**src/shared/mbs_pkg.sv**
```systemverilog
package mbs_pkg;
   // ------------------------------------------------------------
   // Clock and timing
   // ------------------------------------------------------------
   localparam int CLK_HZ = 25_000_000;
   localparam int CLK_PERIOD_NS = 40;
   localparam int MS_NS = 1_000_000;
   localparam int MS_CYC = MS_NS / CLK_PERIOD_NS;
   localparam int TMO_UNIT_MS = 100;
   localparam int IDLE_HALF_CHARS = 7;
   localparam int CHAR_BITS_1STOP = 10;
   localparam int CHAR_BITS_2STOP = 11;
   // ------------------------------------------------------------
   // Setting indices, reset values and limits
   // ------------------------------------------------------------
   localparam logic [3:0] IDX_RATE = 4'h0;
   localparam logic [3:0] IDX_FMT = 4'h1;
   localparam logic [3:0] IDX_ADDR = 4'h2;
   localparam logic [3:0] IDX_DLY = 4'h3;
   localparam logic [3:0] IDX_TMO = 4'h4;
   localparam logic [3:0] IDX_VAR = 4'h5;
   localparam logic [3:0] IDX_SCALE = 4'h6;
   localparam logic [3:0] IDX_FAULT = 4'hf;
   localparam logic [3:0] RATE_RST = 4'h5;
   localparam logic [3:0] RATE_MAX = 4'h8;
   localparam logic [1:0] FMT_RST = 2'h0;
   localparam logic [1:0] FMT_8N2 = 2'h0;
   localparam logic [1:0] FMT_8E1 = 2'h1;
   localparam logic [1:0] FMT_8O1 = 2'h2;
   localparam logic [1:0] FMT_8N1 = 2'h3;
   localparam logic [7:0] ADDR_RST = 8'h01;
   localparam logic [7:0] ADDR_MAX = 8'hf7;
   localparam logic [7:0] ADDR_BCAST = 8'h00;
   localparam logic [4:0] DLY_RST = 5'h02;
   localparam logic [4:0] DLY_MAX = 5'h14;
   localparam logic [9:0] TMO_RST = 10'h000;
   localparam logic [9:0] TMO_MAX = 10'h258;
   localparam logic VAR_RST = 1'b0;
   localparam logic SCALE_RST = 1'b0;
   // ------------------------------------------------------------
   // Frame constants and fault codes
   // ------------------------------------------------------------
   localparam logic [15:0] CRC_INIT = 16'hffff;
   localparam logic [15:0] CRC_POLY = 16'ha001;
   localparam logic [7:0] FC_READ = 8'h03;
   localparam logic [7:0] PAD_BYTE = 8'h00;
   localparam logic [7:0] MIN_FRAME = 8'h04;
   localparam logic [15:0] FAULT_NONE = 16'h0000;
   localparam logic [15:0] FAULT_COMM = 16'h0010;
   // ------------------------------------------------------------
   // Reply sequencer states
   // ------------------------------------------------------------
   typedef enum logic [2:0] {
      MBS_IDLE = 3'b000,
      MBS_WAIT = 3'b001,
      MBS_DATA = 3'b011,
      MBS_PAD = 3'b010,
      MBS_CRCL = 3'b110,
      MBS_CRCH = 3'b111
   } mbs_state_e;
   // Clock cycles per bit for a rate code; unknown codes give the top rate.
   function automatic logic [16:0] mbs_div(input logic [3:0] code);
      int rate;
      case (code)
         4'h0: rate = 300;
         4'h1: rate = 600;
         4'h2: rate = 1200;
         4'h3: rate = 2400;
         4'h4: rate = 4800;
         4'h5: rate = 9600;
         4'h6: rate = 19200;
         4'h7: rate = 38400;
         default: rate = 57600;
      endcase
      return 17'(CLK_HZ / rate);
   endfunction
endpackage

```
**src/rtl/mbs_crc16.sv**
```systemverilog
`timescale 1ns/1ps
module mbs_crc16
   import mbs_pkg::*;
(
   // Clock and reset
   input wire logic clk,
   input wire logic rst,
   // Byte stream
   input wire logic clr,
   input wire logic en,
   input wire logic [7:0] data,
   output logic [15:0] crc
);
   logic [15:0] crc_reg;
   logic [15:0] crc_next;

   always_comb begin
      crc_next = crc_reg ^ {8'h00, data};
      for (int i = 0; i < 8; i++) begin
         crc_next = crc_next[0] ? ((crc_next >> 1) ^ CRC_POLY) : (crc_next >> 1);
      end
   end

   always_ff @(posedge clk) begin
      if (rst || clr) begin
         crc_reg <= CRC_INIT;
      end else if (en) begin
         crc_reg <= crc_next;
      end
   end

   assign crc = crc_reg;
endmodule

```
**src/rtl/mbs_uart_rx.sv**
```systemverilog
`timescale 1ns/1ps
module mbs_uart_rx
   import mbs_pkg::*;
(
   // Clock and reset
   input wire logic clk,
   input wire logic rst,
   // Line and settings
   input wire logic rxd,
   input wire logic [16:0] div,
   input wire logic [1:0] fmt,
   // Received byte
   output logic [7:0] data,
   output logic valid,
   output logic err
);
   logic busy_reg;
   logic [16:0] cnt_reg;
   logic [3:0] bitn_reg;
   logic [7:0] sh_reg;
   logic valid_reg;
   logic err_reg;
   logic has_par;
   logic par_exp;

   assign has_par = (fmt == FMT_8E1) || (fmt == FMT_8O1);
   assign par_exp = (^sh_reg) ^ (fmt == FMT_8O1);

   always_ff @(posedge clk) begin
      valid_reg <= 1'b0;
      if (rst) begin
         busy_reg <= 1'b0;
         cnt_reg <= 17'h00000;
         bitn_reg <= 4'h0;
         sh_reg <= 8'h00;
         err_reg <= 1'b0;
      end else if (!busy_reg) begin
         if (!rxd) begin
            busy_reg <= 1'b1;
            cnt_reg <= div >> 1;
            bitn_reg <= 4'h0;
            err_reg <= 1'b0;
         end
      end else if (cnt_reg != 17'h00000) begin
         cnt_reg <= cnt_reg - 17'h00001;
      end else begin
         cnt_reg <= div - 17'h00001;
         bitn_reg <= bitn_reg + 4'h1;
         if (bitn_reg == 4'h0) begin
            // A start bit that is high again was a glitch.
            busy_reg <= !rxd;
         end else if (bitn_reg <= 4'h8) begin
            sh_reg <= {rxd, sh_reg[7:1]};
         end else if (bitn_reg == 4'h9 && has_par) begin
            err_reg <= (rxd != par_exp);
         end else begin
            // Only the first stop bit is checked, so 8N2 resyncs early.
            busy_reg <= 1'b0;
            valid_reg <= 1'b1;
            err_reg <= err_reg | !rxd;
         end
      end
   end

   assign data = sh_reg;
   assign valid = valid_reg;
   assign err = err_reg;
endmodule

```
**src/rtl/mbs_link.sv**
```systemverilog
`timescale 1ns/1ps
// Function
// - Bit rate from four-bit selection code
// - Character format from two-bit code
// - Station address 1 to 247, 0 broadcast
// - Accept only own-address or broadcast frames
// - Address 0: execute broadcasts, never reply
// - Turnaround delay 0 to 20 ms
// - Reply at later of processing or delay
// - Timeout fault after configured silent time
// - Zero timeout disables loss detection
// - Standard reply framing when variant is 1
// - Variant 0 adds one byte to reads
// - Current read scale 0.01 A or 0.1 A
// - Sixteen-bit fault code word readable
// - Fault kinds carry distinct codes
// - Check value: all ones, shift, xor constant
// - Check value sent low byte first
module mbs_link
   import mbs_pkg::*;
#(
   parameter int MS_CYCLES = MS_CYC
)
(
   // Clock and reset
   input wire logic CLK_SYS,
   input wire logic RST,
   // Serial line
   input wire logic RXD,
   output logic TXD,
   output logic TX_EN,
   // Parameter store access
   input wire logic PARAM_WE,
   input wire logic [3:0] PARAM_IDX,
   input wire logic [15:0] PARAM_WDATA,
   output logic [15:0] PARAM_RDATA,
   // Received frame stream
   output logic [7:0] FRM_DATA,
   output logic FRM_VALID,
   output logic FRM_GOOD,
   output logic FRM_BAD,
   output logic FRM_BCAST,
   // Reply stream from processing
   input wire logic [7:0] RPL_DATA,
   input wire logic RPL_VALID,
   input wire logic RPL_LAST,
   output logic RPL_READY,
   // Drive status
   input wire logic [15:0] DRIVE_FAULT,
   input wire logic FAULT_CLR,
   output logic LINK_TIMEOUT_FAULT,
   output logic CUR_SCALE_SEL
);
   // ------------------------------------------------------------
   // Settings
   // ------------------------------------------------------------
   logic [3:0] rate_reg;
   logic [1:0] fmt_reg;
   logic [7:0] addr_reg;
   logic [4:0] dly_reg;
   logic [9:0] tmo_reg;
   logic var_reg;
   logic scale_reg;
   logic [15:0] rdata_reg;
   logic [15:0] fault_word;
   logic link_fault_reg;

   // Out-of-range writes are dropped so the setting never leaves its range.
   always_ff @(posedge CLK_SYS) begin
      if (RST) begin
         rate_reg <= RATE_RST;
         fmt_reg <= FMT_RST;
         addr_reg <= ADDR_RST;
         dly_reg <= DLY_RST;
         tmo_reg <= TMO_RST;
         var_reg <= VAR_RST;
         scale_reg <= SCALE_RST;
      end else if (PARAM_WE) begin
         case (PARAM_IDX)
            IDX_RATE: if (PARAM_WDATA <= 16'(RATE_MAX)) rate_reg <= PARAM_WDATA[3:0];
            IDX_FMT: if (PARAM_WDATA <= 16'(FMT_8N1)) fmt_reg <= PARAM_WDATA[1:0];
            IDX_ADDR: if (PARAM_WDATA <= 16'(ADDR_MAX)) addr_reg <= PARAM_WDATA[7:0];
            IDX_DLY: if (PARAM_WDATA <= 16'(DLY_MAX)) dly_reg <= PARAM_WDATA[4:0];
            IDX_TMO: if (PARAM_WDATA <= 16'(TMO_MAX)) tmo_reg <= PARAM_WDATA[9:0];
            IDX_VAR: if (PARAM_WDATA <= 16'h0001) var_reg <= PARAM_WDATA[0];
            IDX_SCALE: if (PARAM_WDATA <= 16'h0001) scale_reg <= PARAM_WDATA[0];
            default: ;
         endcase
      end
   end

   // A pending drive fault outranks the link fault in the code word.
   assign fault_word = (DRIVE_FAULT != FAULT_NONE) ? DRIVE_FAULT :
                       (link_fault_reg ? FAULT_COMM : FAULT_NONE);

   always_ff @(posedge CLK_SYS) begin
      if (RST) begin
         rdata_reg <= 16'h0000;
      end else begin
         case (PARAM_IDX)
            IDX_RATE: rdata_reg <= 16'(rate_reg);
            IDX_FMT: rdata_reg <= 16'(fmt_reg);
            IDX_ADDR: rdata_reg <= 16'(addr_reg);
            IDX_DLY: rdata_reg <= 16'(dly_reg);
            IDX_TMO: rdata_reg <= 16'(tmo_reg);
            IDX_VAR: rdata_reg <= 16'(var_reg);
            IDX_SCALE: rdata_reg <= 16'(scale_reg);
            IDX_FAULT: rdata_reg <= fault_word;
            default: rdata_reg <= 16'h0000;
         endcase
      end
   end

   assign PARAM_RDATA = rdata_reg;
   assign CUR_SCALE_SEL = scale_reg;
   assign LINK_TIMEOUT_FAULT = link_fault_reg;

   // ------------------------------------------------------------
   // Bit and millisecond timing
   // ------------------------------------------------------------
   logic [16:0] div;
   logic [16:0] bt_cnt_reg;
   logic bit_tick;
   logic [3:0] char_bits;
   logic [5:0] idle_lim;
   logic [15:0] ms_cnt_reg;
   logic ms_tick;
   logic tx_load;

   assign div = mbs_div(rate_reg);
   assign bit_tick = (bt_cnt_reg == 17'h00000);
   assign char_bits = (fmt_reg == FMT_8N1) ? 4'(CHAR_BITS_1STOP) : 4'(CHAR_BITS_2STOP);
   assign idle_lim = 6'((IDLE_HALF_CHARS * int'(char_bits) + 1) / 2);
   assign ms_tick = (ms_cnt_reg == 16'h0000);

   // Restarting on a load keeps every transmitted bit a full period long.
   always_ff @(posedge CLK_SYS) begin
      if (RST || tx_load || bit_tick) begin
         bt_cnt_reg <= div - 17'h00001;
      end else begin
         bt_cnt_reg <= bt_cnt_reg - 17'h00001;
      end
   end

   always_ff @(posedge CLK_SYS) begin
      if (RST || ms_tick) begin
         ms_cnt_reg <= 16'(MS_CYCLES - 1);
      end else begin
         ms_cnt_reg <= ms_cnt_reg - 16'h0001;
      end
   end

   // ------------------------------------------------------------
   // Receive framing
   // ------------------------------------------------------------
   logic [7:0] rx_data;
   logic rx_valid;
   logic rx_err;
   logic [15:0] rx_crc;
   logic in_frame_reg;
   logic [5:0] idle_cnt_reg;
   logic [7:0] nbytes_reg;
   logic bad_reg;
   logic addr_ok_reg;
   logic bcast_reg;
   logic frame_end;
   logic frame_good;
   logic frm_valid_reg;
   logic [7:0] frm_data_reg;
   logic frm_good_reg;
   logic frm_bad_reg;

   mbs_uart_rx u_rx (
      .clk(CLK_SYS),
      .rst(RST),
      .rxd(RXD),
      .div(div),
      .fmt(fmt_reg),
      .data(rx_data),
      .valid(rx_valid),
      .err(rx_err)
   );

   mbs_crc16 u_rx_crc (
      .clk(CLK_SYS),
      .rst(RST),
      .clr(frame_end),
      .en(rx_valid),
      .data(rx_data),
      .crc(rx_crc)
   );

   assign frame_end = in_frame_reg && (idle_cnt_reg == idle_lim);
   // A frame that carries its own check leaves a zero residue.
   assign frame_good = frame_end && !bad_reg && (rx_crc == 16'h0000) &&
                       (nbytes_reg >= MIN_FRAME) && (addr_ok_reg || bcast_reg);

   always_ff @(posedge CLK_SYS) begin
      if (RST || !RXD || rx_valid) begin
         idle_cnt_reg <= 6'h00;
      end else if (in_frame_reg && bit_tick && idle_cnt_reg != idle_lim) begin
         idle_cnt_reg <= idle_cnt_reg + 6'h01;
      end
   end

   always_ff @(posedge CLK_SYS) begin
      frm_valid_reg <= 1'b0;
      if (RST || frame_end) begin
         in_frame_reg <= 1'b0;
         nbytes_reg <= 8'h00;
         bad_reg <= 1'b0;
         addr_ok_reg <= 1'b0;
         bcast_reg <= 1'b0;
      end else if (rx_valid) begin
         in_frame_reg <= 1'b1;
         frm_valid_reg <= 1'b1;
         if (nbytes_reg != 8'hff) begin
            nbytes_reg <= nbytes_reg + 8'h01;
         end
         if (nbytes_reg == 8'h00) begin
            addr_ok_reg <= (rx_data == addr_reg) && (addr_reg != ADDR_BCAST);
            bcast_reg <= (rx_data == ADDR_BCAST);
         end
         bad_reg <= bad_reg | rx_err;
      end
   end

   always_ff @(posedge CLK_SYS) begin
      if (RST) begin
         frm_data_reg <= 8'h00;
         frm_good_reg <= 1'b0;
         frm_bad_reg <= 1'b0;
      end else begin
         if (rx_valid) begin
            frm_data_reg <= rx_data;
         end
         frm_good_reg <= frame_good;
         frm_bad_reg <= frame_end && !frame_good;
      end
   end

   assign FRM_DATA = frm_data_reg;
   assign FRM_VALID = frm_valid_reg;
   assign FRM_GOOD = frm_good_reg;
   assign FRM_BAD = frm_bad_reg;
   assign FRM_BCAST = bcast_reg;

   // ------------------------------------------------------------
   // Communication-loss supervision
   // ------------------------------------------------------------
   logic [15:0] tmo_cnt_reg;
   logic [15:0] tmo_lim;
   logic tmo_set;

   assign tmo_lim = 16'(int'(tmo_reg) * TMO_UNIT_MS);
   assign tmo_set = (tmo_reg != TMO_RST) && ms_tick &&
                    (tmo_cnt_reg == tmo_lim - 16'h0001);

   always_ff @(posedge CLK_SYS) begin
      if (RST || frame_good) begin
         tmo_cnt_reg <= 16'h0000;
      end else if (ms_tick && tmo_cnt_reg < tmo_lim) begin
         tmo_cnt_reg <= tmo_cnt_reg + 16'h0001;
      end
   end

   // A new timeout in the clearing cycle keeps the fault set.
   always_ff @(posedge CLK_SYS) begin
      if (RST) begin
         link_fault_reg <= 1'b0;
      end else begin
         link_fault_reg <= tmo_set || (link_fault_reg && !FAULT_CLR);
      end
   end

   // ------------------------------------------------------------
   // Reply sequencing and transmit
   // ------------------------------------------------------------
   mbs_state_e st_reg;
   logic [4:0] dly_cnt_reg;
   logic dly_done;
   logic [1:0] rpl_idx_reg;
   logic rd_reg;
   logic rd_now;
   logic accept;
   logic [15:0] tx_crc;
   logic [7:0] tx_byte;
   logic tx_busy_reg;
   logic [10:0] tx_sh_reg;
   logic [3:0] tx_n_reg;
   logic tx_en_reg;
   logic par_bit;

   // The millisecond prescaler runs free, so one extra tick is waited to never cut the delay short.
   assign dly_done = (dly_reg == 5'h00) || (dly_cnt_reg > dly_reg);
   // Outside a reply, stray bytes are drained so nothing is ever sent.
   assign RPL_READY = (st_reg == MBS_IDLE) || ((st_reg == MBS_DATA) && !tx_busy_reg);
   assign accept = (st_reg == MBS_DATA) && !tx_busy_reg && RPL_VALID;
   assign rd_now = rd_reg || ((rpl_idx_reg == 2'h1) && (RPL_DATA == FC_READ));
   assign tx_load = accept || (!tx_busy_reg &&
                    (st_reg == MBS_PAD || st_reg == MBS_CRCL || st_reg == MBS_CRCH));

   always_comb begin
      case (st_reg)
         MBS_PAD: tx_byte = PAD_BYTE;
         MBS_CRCL: tx_byte = tx_crc[7:0];
         MBS_CRCH: tx_byte = tx_crc[15:8];
         default: tx_byte = RPL_DATA;
      endcase
   end

   mbs_crc16 u_tx_crc (
      .clk(CLK_SYS),
      .rst(RST),
      .clr(st_reg == MBS_WAIT),
      .en(tx_load && (st_reg == MBS_DATA || st_reg == MBS_PAD)),
      .data(tx_byte),
      .crc(tx_crc)
   );

   always_ff @(posedge CLK_SYS) begin
      if (RST) begin
         st_reg <= MBS_IDLE;
         dly_cnt_reg <= 5'h00;
         rpl_idx_reg <= 2'h0;
         rd_reg <= 1'b0;
      end else begin
         case (st_reg)
            MBS_IDLE: begin
               dly_cnt_reg <= 5'h00;
               rpl_idx_reg <= 2'h0;
               rd_reg <= 1'b0;
               if (frame_good && addr_ok_reg) begin
                  st_reg <= MBS_WAIT;
               end
            end
            MBS_WAIT: begin
               if (ms_tick && !dly_done) begin
                  dly_cnt_reg <= dly_cnt_reg + 5'h01;
               end
               if (dly_done && RPL_VALID) begin
                  st_reg <= MBS_DATA;
               end
            end
            MBS_DATA: begin
               if (accept) begin
                  if (rpl_idx_reg != 2'h3) begin
                     rpl_idx_reg <= rpl_idx_reg + 2'h1;
                  end
                  rd_reg <= rd_now;
                  if (RPL_LAST) begin
                     st_reg <= (!var_reg && rd_now) ? MBS_PAD : MBS_CRCL;
                  end
               end
            end
            MBS_PAD: if (tx_load) st_reg <= MBS_CRCL;
            MBS_CRCL: if (tx_load) st_reg <= MBS_CRCH;
            MBS_CRCH: if (tx_load) st_reg <= MBS_IDLE;
            default: st_reg <= MBS_IDLE;
         endcase
      end
   end

   assign par_bit = (fmt_reg == FMT_8E1) ? ^tx_byte : ((fmt_reg == FMT_8O1) ? ~^tx_byte : 1'b1);

   // Shift register idles at all ones, so the line rests at the stop level.
   always_ff @(posedge CLK_SYS) begin
      if (RST) begin
         tx_sh_reg <= 11'h7ff;
         tx_n_reg <= 4'h0;
         tx_busy_reg <= 1'b0;
      end else if (tx_load) begin
         tx_sh_reg <= {1'b1, par_bit, tx_byte, 1'b0};
         tx_n_reg <= char_bits;
         tx_busy_reg <= 1'b1;
      end else if (tx_busy_reg && bit_tick) begin
         tx_sh_reg <= {1'b1, tx_sh_reg[10:1]};
         tx_n_reg <= tx_n_reg - 4'h1;
         tx_busy_reg <= (tx_n_reg != 4'h1);
      end
   end

   always_ff @(posedge CLK_SYS) begin
      if (RST) begin
         tx_en_reg <= 1'b0;
      end else begin
         tx_en_reg <= tx_busy_reg || tx_load ||
                      (st_reg != MBS_IDLE && st_reg != MBS_WAIT);
      end
   end

   assign TXD = tx_sh_reg[0];
   assign TX_EN = tx_en_reg;

   // ------------------------------------------------------------
   // Checks
   // ------------------------------------------------------------
   AST_RATE_9600: assert property (@(posedge CLK_SYS) disable iff (RST)
      rate_reg == 4'h5 |-> div == 17'd2604)
      else $error("rate code 5 does not give 9600 bit/s divisor");
   AST_CHAR_LEN: assert property (@(posedge CLK_SYS) disable iff (RST)
      tx_load |=> tx_n_reg == ((fmt_reg == 2'h3) ? 4'd10 : 4'd11) && tx_sh_reg[0] == 1'b0)
      else $error("character length or start bit wrong");
   AST_ADDR_RANGE: assert property (@(posedge CLK_SYS) disable iff (RST)
      addr_reg <= 8'd247)
      else $error("station address out of range");
   AST_NO_BCAST_REPLY: assert property (@(posedge CLK_SYS) disable iff (RST)
      (st_reg == MBS_IDLE && frame_end && addr_reg == 8'h00) |=> st_reg == MBS_IDLE)
      else $error("reply started with broadcast-only address");
   AST_WAIT_DELAY: assert property (@(posedge CLK_SYS) disable iff (RST)
      (st_reg == MBS_WAIT && dly_reg != 5'h00 && dly_cnt_reg <= dly_reg) |=> st_reg != MBS_DATA)
      else $error("reply began before turnaround expired");
   AST_TMO_OFF: assert property (@(posedge CLK_SYS) disable iff (RST)
      (tmo_reg == 10'h000 && !link_fault_reg) |=> !link_fault_reg)
      else $error("timeout fault with detection disabled");
   AST_TMO_FIRE: assert property (@(posedge CLK_SYS) disable iff (RST)
      (tmo_reg != 10'h000 && ms_tick && tmo_cnt_reg == tmo_lim - 16'h0001 && !frame_good)
      |=> link_fault_reg && tmo_cnt_reg == tmo_lim)
      else $error("timeout fault not raised at limit");
   AST_CRC_LOW_FIRST: assert property (@(posedge CLK_SYS) disable iff (RST)
      (st_reg == MBS_CRCL && tx_load) |=> tx_sh_reg[8:1] == $past(tx_crc[7:0])
      && st_reg == MBS_CRCH)
      else $error("check value low byte not sent first");
   AST_READ_PAD: assert property (@(posedge CLK_SYS) disable iff (RST)
      (accept && RPL_LAST && rd_now && !var_reg) |=> st_reg == MBS_PAD)
      else $error("extended read reply missing its extra byte");
   AST_DISCARD: assert property (@(posedge CLK_SYS) disable iff (RST)
      (frame_end && bad_reg) |=> !frm_good_reg && frm_bad_reg)
      else $error("bad frame not discarded");
   AST_FAULT_WORD: assert property (@(posedge CLK_SYS) disable iff (RST)
      (link_fault_reg && DRIVE_FAULT == 16'h0000 && PARAM_IDX == 4'hf)
      |=> PARAM_RDATA == 16'h0010)
      else $error("fault word does not show communication fault");
endmodule

```
**config.mk**
```make
export PLATFORM = sky130hd
export DESIGN_NAME = mbs_link
export DESIGN_NICKNAME = d
export VERILOG_FILES = /design/src/shared/mbs_pkg.sv /design/src/rtl/mbs_crc16.sv /design/src/rtl/mbs_uart_rx.sv /design/src/rtl/mbs_link.sv
export SDC_FILE = /design/constraint.sdc
export NUM_CORES = 1
export LEC_CHECK = 0
export ABC_AREA = 0
export BUFFER_PORTS_ARGS = -buffer_cell sky130_fd_sc_hd__buf_2
export CORE_MARGIN = 3
export CORE_UTILIZATION = 55
export DETAILED_ROUTE_END_ITERATION = 6
export PLACE_DENSITY_LB_ADDON = 0.15
export SLEW_MARGIN = 15
export SYNTH_ARGS = -nofsm -noshare
export SYNTH_HDL_FRONTEND = slang
export SYNTH_HIERARCHICAL = 1
export SYNTH_SLANG_ARGS = --single-unit
export TNS_END_PERCENT = 10
```
**constraint.sdc**
```tcl
create_clock -name CLK_SYS -period 144.6 [get_ports CLK_SYS]
set_input_delay 43.38 -clock CLK_SYS [delete_from_list [all_inputs] [get_ports CLK_SYS]]
set_output_delay 43.38 -clock CLK_SYS [all_outputs]
set_load 0.01 [all_outputs]
```
==> results of run 1 <==
[metrics by stage]
step	hold slack [ns]	std cells	utilization [%]	setup WS, ns	area [um^2]
after floorplan	0.384	4815	-	68.82	35200
after global placement	0.398	5616	57.2	61.20	36200
after detailed placement	0.399	5616	57.2	58.62	36200
after CTS	0.414	5662	58.6	58.27	37100
after global routing	0.443	5662	58.6	48.31	37100
final	0.411	5662	58.6	56.85	37100
[layout make-up]
class / instances / area share [%]
Clock buffer: 34 / 1.89
Clock inverter: 12 / 0.493
Inverter: 235 / 2.39
Multi-Input combinational cell: 4185 / 78.0
Sequential cell: 231 / 12.5
Tap cell: 846 / 2.86
Timing Repair Buffer: 119 / 1.86
[logic make-up (layout without fill, tap and decap cells)]
family / Yosys count / in the layout / share of synthesized area [%]
buffers and inverters: 399 / 400 / 4.79
XOR/XNOR: 356 / 356 / 9.28
AND/OR/NAND/NOR: 1842 / 1842 / 26.3
flip-flops: 231 / 231 / 13.1
multiplexers: 175 / 175 / 5.32
AO/OA/AOI/OAI: 1429 / 1429 / 27.4
adder cells (fa/ha/maj): 383 / 383 / 13.7
[Yosys cell counts (48+ instances only)]
library cell	number	area, um^2
nor4_1	48	300
nor3_1	173	866
nor2_1	517	1940
nand2_1	433	1630
mux2_2	70	788
nand3_1	130	651
inv_1	222	833
nand4_1	58	363
mux2i_1	98	981
or3_1	48	300
o21ai_0	281	1410
a31oi_1	66	413
xor2_1	115	1010
clkbuf_1	90	338
o21a_1	96	721
dfxtp_1	231	4620
a21o_1	112	841
o31ai_1	86	646
a21oi_1	353	1770
nand2b_1	75	469
and3_1	55	344
ha_1	377	4720
xnor2_1	227	1990
and2_1	56	350
nor2b_1	64	400
a211oi_1	53	398
[routing by layer]
layer	up-vias	wire, um
met5	-	0
met4	0	3050
met3	174	6590
met2	1143	47700
met1	16559	47300
li1	17697	-
[worst max path at each step]
stage	startpoint	to	slack (ns)
after floorplan	flip-flop	u_rx/cnt_reg[12]	68.82
final	rate_reg[3]	u_rx/cnt_reg[8]	56.85
after detailed placement	rate_reg[3]	u_rx/cnt_reg[8]	58.62
after CTS	rate_reg[3]	u_rx/cnt_reg[8]	58.27
after global routing	rate_reg[3]	u_rx/cnt_reg[8]	48.31
after global placement	rate_reg[3]	u_rx/cnt_reg[14]	61.20
==> metrics, run 1 <==
share of post-route cells with drive strength above 1=8.95%; Worst R2R Start=rate_reg[3]; Fill cells=6061; root buf cell=clkbuf_16; FF/Latch Area=0.00462 mm^2; number of global-route vias before repair=32428; final hold violation count=0; fin crit period=87.75 ns; Synth cell types=138; fraction of registers with async set/reset=0%; Slowest cell on crit path=a222oi_1; Max-Cap Viols=0; post-synthesis net count=5249; commonest non-fill, non-tap cell in the layout=nor2_1; worst reg2reg setup slack=56.85 ns; DIE WIDTH=259 um; Worst Hold Endpoint=ms_cnt_reg[0]; mapped cell area=0.0352 mm^2; nets=5231; final wirelength=105000 um; Top-Level Pins=84; CP bufs+invs=17; clk slew on worst S/H paths=0.06 ns; Post-Synthesis Cells=4815; worst-case reg-to-reg path depth=372; M1 GR Usage=40.7%; status=finished, violations left; Final Wtd Congestion=0.968; largest net degree at the start of global routing=70; Resize count post-CTS=0; Slew @ Worst Pin=1.15 ns; instance count on the critical path=372; Hold Path Depth=1; port bufs=83; setup TNS=0 ns; remaining global-route overflow=0; synthesized flop and latch total=231; first-pass GRT wire length=168000 um; GR Util met3=2.67%; period utilization=60.7%; cell mode on critical path=o21ai_0; Worst setup SP type=flip-flop; delay-heaviest family, CP=compound AO/OA/AOI/OAI gates; drt wl/cell=18.5 um; sequential area share after synthesis=13.1%; Post-DP HPWL=80200 um; row count=92; initial antenna violation count=0; Hold Crit Class=reg2reg; CTS tree=yes; Iter 0 DRT Violations=2787; Top Usage Layer GRT=met2; Global Route Usage Sum=30.0%; failing checks=design-rule violations; area of the multi-input gates=0.0289 mm^2; R2R Path End=u_rx/cnt_reg[8]; Setup Buffers After CTS=0; Post-DRT Antenna Nets=0; Avg Vias per Cell=6.28; Mean Syn Cell Area=7.31 um^2; Post-CTS Hold Fix Bufs=0; FMAX=0.0114 GHz; Crit Path Category=reg2reg; synthesis-to-layout area growth=5.30%; DRC violations left=3; number of clock sinks=231; Worst EP arrival=88.15 ns; drt pass-1 iters=7; clk_skew=0.0141 ns; top_reg_cell synth=dfxtp_1; Slew Limit Fails=0; required time of the critical path=145.01 ns; most frequent cells in the layout=511 x nor2_1, 433 x nand2_1, 377 x ha_1; Initial Util=55.7%; H-tree depth=1; RSZ-0062 raised after global routing=no; Die ar.=0.0670 mm^2; Longest Clk Path Bufs=3; Worst Path Max Fanout=40; max_slew headroom=22.9%; Syn. warnings=6; Vias=35573; met2 usage in global routing=50.5%; DIE HEIGHT=259 um; clk_lat worst skew=0.56 ns; EDFF count, synth=0; endpoint class of the critical path=flip-flop; number of buffers created by CTS=25; # setup viols final=0; Hold Startpoint=ms_cnt_reg[0]; core area=0.0632 mm^2; ANT cells=0; Worst path max stage delay=0.82 ns
Power of run 1 is not shown: default switching activity piles up to over one toggle a cycle in this logic, so the estimate is an artifact.
==> run 2: changes to the inputs <==
clock period = 72.3 ns   (was 144.6 ns; I/O delays follow)
==> metrics, run 2 (synthesized netlist as in run 1, its figures left out) <==
Post-DP HPWL=82900 um (+3.3%); Final Wtd Congestion=0.972 (+0.38%); Global Route Usage Sum=30.8% (+0.85 points); status=completed; Die ar.=0.0670 mm^2 (unchanged); Slowest cell on crit path=or4b_2; root buf cell=clkbuf_16; Fill cells=5783 (-4.6%); number of clock sinks=231 (unchanged); Worst Path Max Fanout=40 (unchanged); H-tree depth=1 (unchanged); row count=92 (unchanged); final wirelength=109000 um (+4.4%); port bufs=83 (unchanged); remaining global-route overflow=0 (unchanged); Post-CTS Hold Fix Bufs=0 (unchanged); cell mode on critical path=a21oi_1; nets=5465 (+4.5%); first-pass GRT wire length=174000 um (+3.0%); Hold Crit Class=reg2reg; Slew Limit Fails=0 (unchanged); FMAX=0.0148 GHz (+30%); Vias=36712 (+3.2%); drt pass-1 iters=6 (-1); DRC violations left=0 (-3); Worst EP arrival=68.14 ns (-20.01 ns); Worst path max stage delay=0.63 ns (-0.19 ns); initial antenna violation count=0 (unchanged); Top-Level Pins=84 (unchanged); drt wl/cell=18.5 um (+0.37%); required time of the critical path=72.75 ns (-72.26 ns); Max-Cap Viols=0 (unchanged); CTS tree=yes; max_slew headroom=12.5% (-10 points); number of buffers created by CTS=25 (unchanged); share of post-route cells with drive strength above 1=15.6% (+6.7 points); Initial Util=55.7% (unchanged); Post-DRT Antenna Nets=0 (unchanged); final hold violation count=0 (unchanged); Iter 0 DRT Violations=2767 (-0.72%); clk_skew=0.0327 ns (+0.0186 ns); number of global-route vias before repair=33681 (+3.9%); synthesis-to-layout area growth=12.7%; Fin Hold WS=0.425 ns (+0.0137 ns); DIE HEIGHT=259 um (unchanged); # setup viols final=0 (unchanged); most frequent cells in the layout=504 x nor2_1, 427 x nand2_1, 366 x ha_1; Longest Clk Path Bufs=3 (unchanged); Hold Startpoint=ms_cnt_reg[0]; clk_lat worst skew=0.56 ns (about the same); endpoint class of the critical path=flip-flop; core area=0.0632 mm^2 (unchanged); Crit Path Category=reg2reg; clk slew on worst S/H paths=0.07 ns (about the same); period utilization=93.6% (+33 points); Avg Vias per Cell=6.23 (-0.83%); largest net degree at the start of global routing=63 (-10%); commonest non-fill, non-tap cell in the layout=nor2_1; DIE WIDTH=259 um (unchanged); Worst setup SP type=flip-flop; fin crit period=67.69 ns (-20.06 ns); Slew @ Worst Pin=1.31 ns (+0.156 ns)
-- run 2: cell count changes in the layout (fill, tap and decap cells not counted), moves of 8 or more --
cell      change
a211oi_1      -8
a21oi_1      -30
a21oi_2      +25
buf_4       +222
ha_1         -11
o21ai_0      -49
o21ai_1      +36
o21ai_2      +10
-- run 2: worst paths after layout --
kind	slack [ns]	end	cells past startpoint
max	4.61	u_rx/cnt_reg[12]	377
max reg2reg	4.61	u_rx/cnt_reg[12]	377
min reg2reg	0.42	ms_cnt_reg[0]	1
min	0.42	ms_cnt_reg[0]	1
-- run 2: final cells by class --
cell class | count | area [um^2] | area share (%)
Clock buffer | 32 | 692 | 1.75
Antenna cell | 1 | 2.50 | 0.00631
Multi-Input combinational cell | 4188 | 29700 | 74.9
Timing Repair Buffer | 349 | 2500 | 6.31
Inverter | 235 | 895 | 2.26
Clock inverter | 9 | 156 | 0.395
Sequential cell | 231 | 4630 | 11.7
Timing Repair inverter | 1 | 5.00 | 0.0126
Tap cell | 846 | 1060 | 2.67
-- run 2: critical path, delay by kind of cell, from the launching register on --
kind	cells	cell delay [ns]
fa+ha+maj	30	8.85
compound gates	213	35.55
mux	6	2.06
flops	1	0.35
simple gates	94	15.71
xor+xnor	2	0.29
buf+inv	32	4.52
-- run 2: stage by stage --
step	TNS, ns	instance area (um^2)	setup WS (ns)	util (%)	cells
after floorplan	0	35300	0.0353	-	4815
after global placement	-0.0580	37600	-0.0205	59.5	5785
after detailed placement	-35.72	37600	-1.83	59.5	5785
after CTS	0	38600	0.00335	61.0	5839
after global routing	-4.66	39600	-0.538	62.7	5891
final	0	39600	4.61	62.7	5892
-- run 2: timing repair --
item | CTS | global route
resized for setup | 9 | 207
buffers inserted | 13 | 47
pin swaps | 6 | 61
setup endpoints to repair | 34 | 34
cloned | 0 | 5
-- run 2: layer usage --
| metal | up-vias | GRT usage [%] | routed length (um) |
|---|---|---|---|
| met5 | - | 0 | 0 |
| met4 | 0 | 9.61 | 4050 |
| met3 | 261 | 2.60 | 6470 |
| met2 | 1225 | 52.1 | 49900 |
| met1 | 17060 | 41.6 | 48900 |
| li1 | 18166 | - | - |
Power of run 2 is left out for the same reason.
